==> src/core/osc_pkg.sv <==
// constants for the oscillator stop and clock select block
package osc_pkg;
  localparam logic [2:0] OSC_A_PCC = 3'h0;
  localparam logic [2:0] OSC_A_MCM = 3'h1;
  localparam logic [2:0] OSC_A_RCM = 3'h2;
  localparam logic [2:0] OSC_A_CTL = 3'h3;
  localparam int OSC_B_CPU_PICK = 4;
  localparam int OSC_B_CPU_STAT = 5;
  localparam int OSC_B_MAIN_PICK = 2;
  localparam int OSC_B_MAIN_STAT = 1;
  localparam int OSC_B_MAIN_MODE = 0;
  localparam int OSC_B_HS_STABLE = 7;
  localparam int OSC_B_LS_HALT = 1;
  localparam int OSC_B_HS_HALT = 0;
  localparam int OSC_B_EXT_PICK = 7;
  localparam int OSC_B_OSC_MODE = 6;
  localparam int OSC_B_SUB_EN = 4;
  localparam logic [2:0] OSC_RST_DIV = 3'h1;
  localparam logic [2:0] OSC_DIV_MAX = 3'h4;
  localparam int OSC_CLK_MHZ = 25;
  localparam int OSC_HS_STABLE_US = 2;
  localparam logic [7:0] OSC_HS_STABLE_CYC = 8'(OSC_HS_STABLE_US * OSC_CLK_MHZ);
  typedef enum logic [1:0] {
    OSC_SRC_HS_INT = 2'b00,
    OSC_SRC_XTAL = 2'b01,
    OSC_SRC_EXT = 2'b10,
    OSC_SRC_SUB = 2'b11
  } osc_src_e;
endpackage : osc_pkg

==> src/core/osc_clk_ctrl.sv <==
// register file and clock routing for the oscillator stop and select logic
//
// Chosen here: the placing of the registers and the address-and-strobe port.
`timescale 1ns/1ns
module osc_clk_ctrl import osc_pkg::*; (
  // clock, reset, enable
  input wire logic i_clk_sys,
  input wire logic i_rst,
  input wire logic i_ce,
  // register port
  input wire logic [2:0] i_addr,
  input wire logic [7:0] i_wdata,
  input wire logic i_wr,
  input wire logic i_rd,
  output logic [7:0] o_rdata,
  // option settings and standby
  input wire logic i_opt_ls_permanent,
  input wire logic i_opt_wdt_enable,
  input wire logic i_stop_mode,
  // oscillator controls
  output logic o_hs_osc_run,
  output logic o_sub_osc_run,
  output logic o_sub_pins_crystal,
  output logic o_ls_osc_run,
  output logic o_ls_to_wdt,
  output logic o_ls_to_timer,
  output logic o_ls_to_lcd,
  // clock routing
  output logic [1:0] o_cpu_src,
  output logic [1:0] o_periph_src,
  output logic o_cpu_sub_half,
  output logic [2:0] o_cpu_div
);
  ////////////////////////////////////////////////////////////////
  logic [2:0] div_q;
  logic cpu_pick_q;
  logic main_pick_q;
  logic main_mode_q;
  logic hs_halt_q;
  logic ls_halt_q;
  logic ext_pick_q;
  logic osc_mode_q;
  logic sub_en_q;
  logic [7:0] stab_q;
  logic [7:0] rdata_q;
  logic [1:0] cpu_src_q;
  logic [1:0] per_src_q;
  logic hs_run_q;
  logic sub_run_q;
  logic ls_run_q;
  logic wdt_q;
  logic div_q_out_sub_q;
  logic [2:0] div_out_q;

  wire wr_pcc = i_wr && (i_addr == OSC_A_PCC);
  wire wr_mcm = i_wr && (i_addr == OSC_A_MCM);
  wire wr_rcm = i_wr && (i_addr == OSC_A_RCM);
  wire wr_ctl = i_wr && (i_addr == OSC_A_CTL);
  // prohibited divider codes are dropped, keeping the last legal one
  wire div_ok = i_wdata[2:0] <= OSC_DIV_MAX;
  wire hs_stable = (stab_q == OSC_HS_STABLE_CYC);
  // status follows the live selection, which settles on the write edge
  wire cpu_on_sub_status = cpu_pick_q;
  wire main_source_status = main_pick_q && main_mode_q;
  wire ls_run_d = i_opt_ls_permanent || !ls_halt_q;

  logic [1:0] per_src_d;
  logic [1:0] cpu_src_d;
  logic [7:0] rd_d;
  assign per_src_d = !main_pick_q ? OSC_SRC_HS_INT :
                     (ext_pick_q ? OSC_SRC_EXT : OSC_SRC_XTAL);
  // low-speed clock is never a cpu source; only the four osc_src_e codes are
  assign cpu_src_d = cpu_pick_q ? OSC_SRC_SUB :
                     (main_source_status ? per_src_d : OSC_SRC_HS_INT);
  assign rd_d = (i_addr == OSC_A_PCC) ? {2'h0, cpu_on_sub_status, cpu_pick_q,
                                          1'h0, div_q} :
                (i_addr == OSC_A_MCM) ? {5'h0, main_pick_q, main_source_status,
                                          main_mode_q} :
                (i_addr == OSC_A_RCM) ? {hs_stable, 5'h0, ls_halt_q, hs_halt_q} :
                (i_addr == OSC_A_CTL) ? {ext_pick_q, osc_mode_q, 1'h0, sub_en_q,
                                          4'h0} :
                8'h00;

  ////////////////////////////////////////////////////////////////
  always_ff @(posedge i_clk_sys) begin
    if (i_rst) begin
      div_q <= OSC_RST_DIV;
      cpu_pick_q <= 1'b0;
      main_pick_q <= 1'b0;
      main_mode_q <= 1'b0;
      hs_halt_q <= 1'b0;
      ls_halt_q <= 1'b0;
      ext_pick_q <= 1'b0;
      osc_mode_q <= 1'b0;
      sub_en_q <= 1'b0;
    end else if (i_ce) begin
      if (wr_pcc && div_ok) begin
        div_q <= i_wdata[2:0];
      end
      if (wr_pcc) begin
        cpu_pick_q <= i_wdata[OSC_B_CPU_PICK];
      end
      if (wr_mcm) begin
        main_pick_q <= i_wdata[OSC_B_MAIN_PICK];
        main_mode_q <= i_wdata[OSC_B_MAIN_MODE];
      end
      if (wr_rcm) begin
        hs_halt_q <= i_wdata[OSC_B_HS_HALT];
        ls_halt_q <= i_wdata[OSC_B_LS_HALT];
      end
      if (wr_ctl) begin
        ext_pick_q <= i_wdata[OSC_B_EXT_PICK];
        osc_mode_q <= i_wdata[OSC_B_OSC_MODE];
        sub_en_q <= i_wdata[OSC_B_SUB_EN];
      end
    end
  end

  // models the hs accuracy settle time after each restart
  always_ff @(posedge i_clk_sys) begin
    if (i_rst) begin
      stab_q <= 8'h00;
    end else if (i_ce) begin
      if (hs_halt_q || i_stop_mode) begin
        stab_q <= 8'h00;
      end else if (!hs_stable) begin
        stab_q <= stab_q + 8'h01;
      end
    end
  end

  ////////////////////////////////////////////////////////////////
  always_ff @(posedge i_clk_sys) begin
    if (i_rst) begin
      rdata_q <= 8'h00;
      cpu_src_q <= OSC_SRC_HS_INT;
      per_src_q <= OSC_SRC_HS_INT;
      hs_run_q <= 1'b0;
      sub_run_q <= 1'b0;
      ls_run_q <= 1'b0;
      wdt_q <= 1'b0;
      div_q_out_sub_q <= 1'b0;
      div_out_q <= OSC_RST_DIV;
    end else if (i_ce) begin
      rdata_q <= i_rd ? rd_d : 8'h00;
      cpu_src_q <= cpu_src_d;
      per_src_q <= per_src_d;
      hs_run_q <= !hs_halt_q && !i_stop_mode;
      sub_run_q <= sub_en_q;
      ls_run_q <= ls_run_d;
      wdt_q <= ls_run_d && i_opt_wdt_enable;
      div_q_out_sub_q <= cpu_pick_q;
      div_out_q <= div_q;
    end
  end

  assign o_rdata = rdata_q;
  assign o_hs_osc_run = hs_run_q;
  assign o_sub_osc_run = sub_run_q;
  assign o_sub_pins_crystal = sub_run_q;
  assign o_ls_osc_run = ls_run_q;
  assign o_ls_to_wdt = wdt_q;
  assign o_ls_to_timer = ls_run_q;
  assign o_ls_to_lcd = ls_run_q;
  assign o_cpu_src = cpu_src_q;
  assign o_periph_src = per_src_q;
  assign o_cpu_sub_half = div_q_out_sub_q;
  assign o_cpu_div = div_out_q;
endmodule : osc_clk_ctrl

==> config.mk <==
export PLATFORM = sky130hd
export DESIGN_NAME = osc_clk_ctrl
export DESIGN_NICKNAME = d
export VERILOG_FILES = /design/src/core/osc_pkg.sv /design/src/core/osc_clk_ctrl.sv
export SDC_FILE = /design/constraint.sdc
export NUM_CORES = 1
export LEC_CHECK = 0
export BUFFER_PORTS_ARGS = -buffer_cell sky130_fd_sc_hd__buf_2
export CORE_UTILIZATION = 53
export DETAILED_ROUTE_END_ITERATION = 8
export PLACE_DENSITY = 0.86
export REMOVE_ABC_BUFFERS = 1
export SLEW_MARGIN = 20
export SYNTH_ARGS = -nofsm -noshare
export SYNTH_HDL_FRONTEND = slang
export SYNTH_SLANG_ARGS = --single-unit
==> constraint.sdc <==
create_clock -name i_clk_sys -period 4 [get_ports i_clk_sys]
set_input_delay 0.8 -clock i_clk_sys [delete_from_list [all_inputs] [get_ports i_clk_sys]]
set_output_delay 0.8 -clock i_clk_sys [all_outputs]
set_load 0.1 [all_outputs]
* Word-level counts from Yosys, hierarchy flattened
Cells that the tools add are included.
** Word-level totals
- Logic and storage cells :: 57
- Latch bits :: 0
- RAM bits :: 0
- Input bits :: 19
- Output and inout port bits :: 23
- Bits in registers :: 39
- Memories kept :: 0
- Memory bits (read-only) :: 0
** Cells by class
- Magnitude comparators :: 1
- Muxes and demuxes :: 11
- Eq/ne operators :: 5
- Reductions and logical operators :: 20
- Div/mod/pow operators :: 0
- Add/subtract/negate cells :: 1
- Shifts and indexed selects :: 0
- Bitwise operators :: 0
- Multipliers :: 0
** Operators by type and width (number)
- $mux W8 :: 7
- $reduce_and A2 Y1 :: 6
- $add A8 B1 Y8 const B :: 1
- $eq A8 B6 Y1 const B :: 1
- $logic_and A1 B1 Y1 :: 8
- $mux W2 :: 4
- $eq A3 B2 Y1 const B :: 2
- $eq A3 B1 Y1 const B :: 1
- $le A3 B3 Y1 const B :: 1
- $logic_not A1 Y1 :: 3
- $logic_not A3 Y1 :: 1
- $logic_or A1 B1 Y1 :: 2
- $ne A2 B1 Y1 const B :: 1

* Longest topological paths before layout
- Depth in word-level cells :: 6
- Depth in mapped cells :: 6
- Depth with buffers taken out :: 5

* Worst setup path after synthesis
No wires, ideal clock.
- Path type :: flip-flop to output port
- From :: register ls_run_q, in the netlist o_ls_osc_run
- To :: output o_ls_to_lcd
- Required time :: 3.200 ns
- Slack :: 1.809 ns
- Cell stages (with the launch flop) :: 2
- Arrival :: 1.391 ns
- Path through :: dfxtp_1 > buf_4
** RTL lines
- start: declaration :: RTL line osc_clk_ctrl.sv:50 : logic ls_run_q;
- start signal: assignment :: RTL line osc_clk_ctrl.sv:150 : ls_run_q <= ls_run_d;
- end: declaration :: RTL line osc_clk_ctrl.sv:27 : output logic o_ls_to_lcd,
No word-level cell between the ends.

* Worst setup path after layout
- From :: input i_ce
- To :: register stab_q[4]
** Between the ends
- Word-level cells in the longest chain between the ends :: 1
** RTL lines
- start: declaration :: RTL line osc_clk_ctrl.sv:9 : input wire logic i_ce,
- $reduce_and A2 Y1 (no line)
- end signal: assignment :: RTL line osc_clk_ctrl.sv:127 : stab_q <= stab_q + 8'h01;
- end: declaration :: RTL line osc_clk_ctrl.sv:44 : logic [7:0] stab_q;
No other way between the ends.
A chain may end at the register's enable or synchronous reset.

==> run summary <==
outcome: finished clean
WP data arrival: 2.23 ns
Area Overhead vs Synth: 12.17%
DRT iter0 DRCs: 71
endpoints failing setup: 0
Final Hold Viols: 0
drt total wl: 3787 um
Final #Nets: 261
RSZ-0062 raised after global routing: no
Slew HR: 0.4648
P_leak: 0.7713 nW
Max-cap violations: 0
Worst Clk Skew: 0.002331 ns
largest family of logic cells by synthesized area: simple AND/OR/NAND/NOR gates
H-tree depth: 2
post-synth top area cell: dfxtp_1
fraction of registers with async set or reset after synthesis: 0
Row Count: 20
first-pass GRT wire length: 6092 um
Hold Buf Count CTS: 0
Inserted Clock Buffers: 5
post-synthesis mux area share: 0.03389
final instance area: 2029 sq um
worst slew pin tran: 0.7955 ns
wire length per cell: 13.33 um
gpl congestion: 0.8538
maximum number of pins on one net before global-route repair: 38
die width: 60.43 um
number of synthesized flops with an enable pin: 0
post-synth top area share: 0.4205
layout cells sized above 1: 0.2042
#FFs+latches synth: 38
via density per instance: 5.690
CTS resizes: 0
Synthesis Warnings: 0
switching share of power: 0.2965
Layout Utilization: 0.6437
top_reg_cell synth: dfxtp_1
cell-internal power: 474.2 uW
Finished Layout Cells: 284
xor and xnor fraction of the mapped netlist area: 0.009682
num ports: 42
Root Driver: clkbuf_4
PwrDens: 332.1 nW/um^2
CP Class: in -> reg
PortBufs: 38
ant diodes: 0
synth top area cells: dfxtp_1, a21oi_1, o21ai_0
post-placement worst setup slack: 1.617 ns
setup TNS: 0 ns
Area after DPL: 1984 sq um
GRT Total Usage: 0.2233
area share of and/or/nand/nor cells after synthesis: 0.2559
setup bufs post-CTS: 0
via count: 1,616
Worst R2R Setup Slack: 2.47 ns
CP Launch Type: input port
full die area: 3651 sq um
Slew Limit Fails: 0
Flop pwr share: 0.577
share of power burned in the clock network: 0.269
syn avg cell area: 8.657 sq um
clk_lat worst skew: 0.34 ns
setup ws final: 1.986 ns
fin crit share: 0.5036
CTS Buffer Depth: 2
Psw: 199.9 uW
post-route ant nets: 0
Num Clock Sinks: 38
initial antenna violation count: 0
endpoint type of the worst setup path: register
vias in the first global route: 1,379
fmax: 496.4 MHz
compound-gate portion of the synthesized area: 0.2068
combinational power share: 0.155
CP max FO: 37
min cycle time layout: 2.014 ns
CP Data Required Time: 4.21 ns
1st-pass router iterations: 4
core area: 3153 sq um
post-synthesis sequential area ratio: 0.4205
Initial Utilization: 0.5738
Mapped Area: 1809 sq um
dpl hpwl: 2642 um
post-synthesis adder-cell area fraction: 0.01383
maximum vdd drop: 0.2088 mV
worst min path class: reg -> reg
CTS tree: built
Die Height: 60.43 um
Distinct cells, synth: 47
Mapped Cells: 209
Overflow after GRT: 0
DRC viols: 0
placed cell count: 277
CTS clock-pin slew for the worst setup and hold paths: 0.10 ns
[cell families (layout without fill, tap and decap cells)]
group           after synthesis  after routing
simple gates                 82             82
compound gates               56             56
flops                        38             38
buf+inv                      22             53
mux                           6              6
fa+ha+maj                     2              2
xor+xnor                      2              2
other cells                   1              1
[metal layers]
layer  vias up  track usage  routed length, um
met4         0      0.06818                 46
met2        42       0.3642               1746
li1        818            -                  -
met1       751       0.2901               1768
met5         -            0                  0
met3         5      0.05970                226
[per-stage QoR]
step	hold WS (ns)	power [mW]
after floorplan	0.4478	0.4631
after global placement	0.4451	0.5001
after detailed placement	0.4473	0.5010
after CTS	0.4684	0.6771
after global routing	0.5005	0.7019
final	0.4662	0.6741
[state kept, by name (all words and copies together), names as in the netlist]
register,count
o_rdata,7
o_cpu_src,2
o_cpu_sub_half,1
ext_pick_q,1
main_pick_q,1
o_periph_src,2
o_ls_to_wdt,1
o_sub_osc_run,1
stab_q,8
sub_en_q,1
ls_halt_q,1
o_ls_osc_run,1
o_cpu_div,3
osc_mode_q,1
o_hs_osc_run,1
main_mode_q,1
hs_halt_q,1
cpu_on_sub_status,1
div_q,3
[power groups by stage]
| stage | registers, mW | clock network, mW | logic, mW |
|---|---|---|---|
| 2_1_floorplan | 0.433 | 0 | 0.0301 |
| 3_3_place_gp | 0.397 | 0 | 0.103 |
| 3_5_place_dp | 0.397 | 0 | 0.104 |
| 4_1_cts | 0.389 | 0.185 | 0.104 |
| 5_1_grt | 0.390 | 0.201 | 0.111 |
| 6_report | 0.389 | 0.181 | 0.104 |
[final timing paths]
kind | start | to | depth (start not counted)
max | i_ce | stab_q[4] | 5
min reg2reg | o_ls_to_wdt | o_ls_to_wdt | 2
max reg2reg | stab_q[2] | stab_q[0] | 3
min | o_ls_to_wdt | o_ls_to_wdt | 2
[layout make-up]
class | count | area [sq um]
inverter | 7 | 26.28
multi-input combinational | 149 | 944.7
tap | 44 | 55.05
sequential | 38 | 760.7
timing repair buffer | 39 | 197.7
fill | 301 | 1124
clock buffer | 7 | 45.04
[placed cells by master (no fill, tap or decap), types with 2 or more instances in the layout]
cell / n
nand3_1: 13
buf_2: 38
nor2_1: 15
a2111oi_4: 2
nor3b_1: 3
inv_1: 7
clkbuf_4: 5
nand4bb_1: 3
or4_1: 2
o31ai_1: 2
ha_1: 2
a211oi_1: 3
nand2b_1: 3
clkbuf_1: 2
mux2i_1: 5
nand4b_1: 2
nand2_1: 16
a31oi_1: 6
and2_1: 2
nand4_1: 7
a21oi_1: 21
dfxtp_1: 38
nor2b_1: 3
o21ai_0: 14
nor3_1: 4
[cell usage after synthesis, types with 3 or more instances]
| cell | n |
|---|---|
| nand3_1 | 13 |
| nor3_1 | 4 |
| mux2i_1 | 5 |
| a211oi_1 | 3 |
| a21oi_1 | 21 |
| clkbuf_1 | 4 |
| nand2b_1 | 3 |
| nand2_1 | 16 |
| nand4_1 | 7 |
| buf_4 | 4 |
| inv_1 | 7 |
| nor3b_1 | 3 |
| nor2_1 | 15 |
| dfxtp_1 | 38 |
| a31oi_1 | 6 |
| buf_2 | 5 |
| nand4bb_1 | 3 |
| o21ai_0 | 14 |
| nor2b_1 | 3 |
[critical path, cell delays in order]
cell     delay, ns
buf_2         0.07
buf_4         0.33
inv_1         0.28
o21ai_0       0.62
nor2_1        0.10
(Power assumes the default switching activity.)
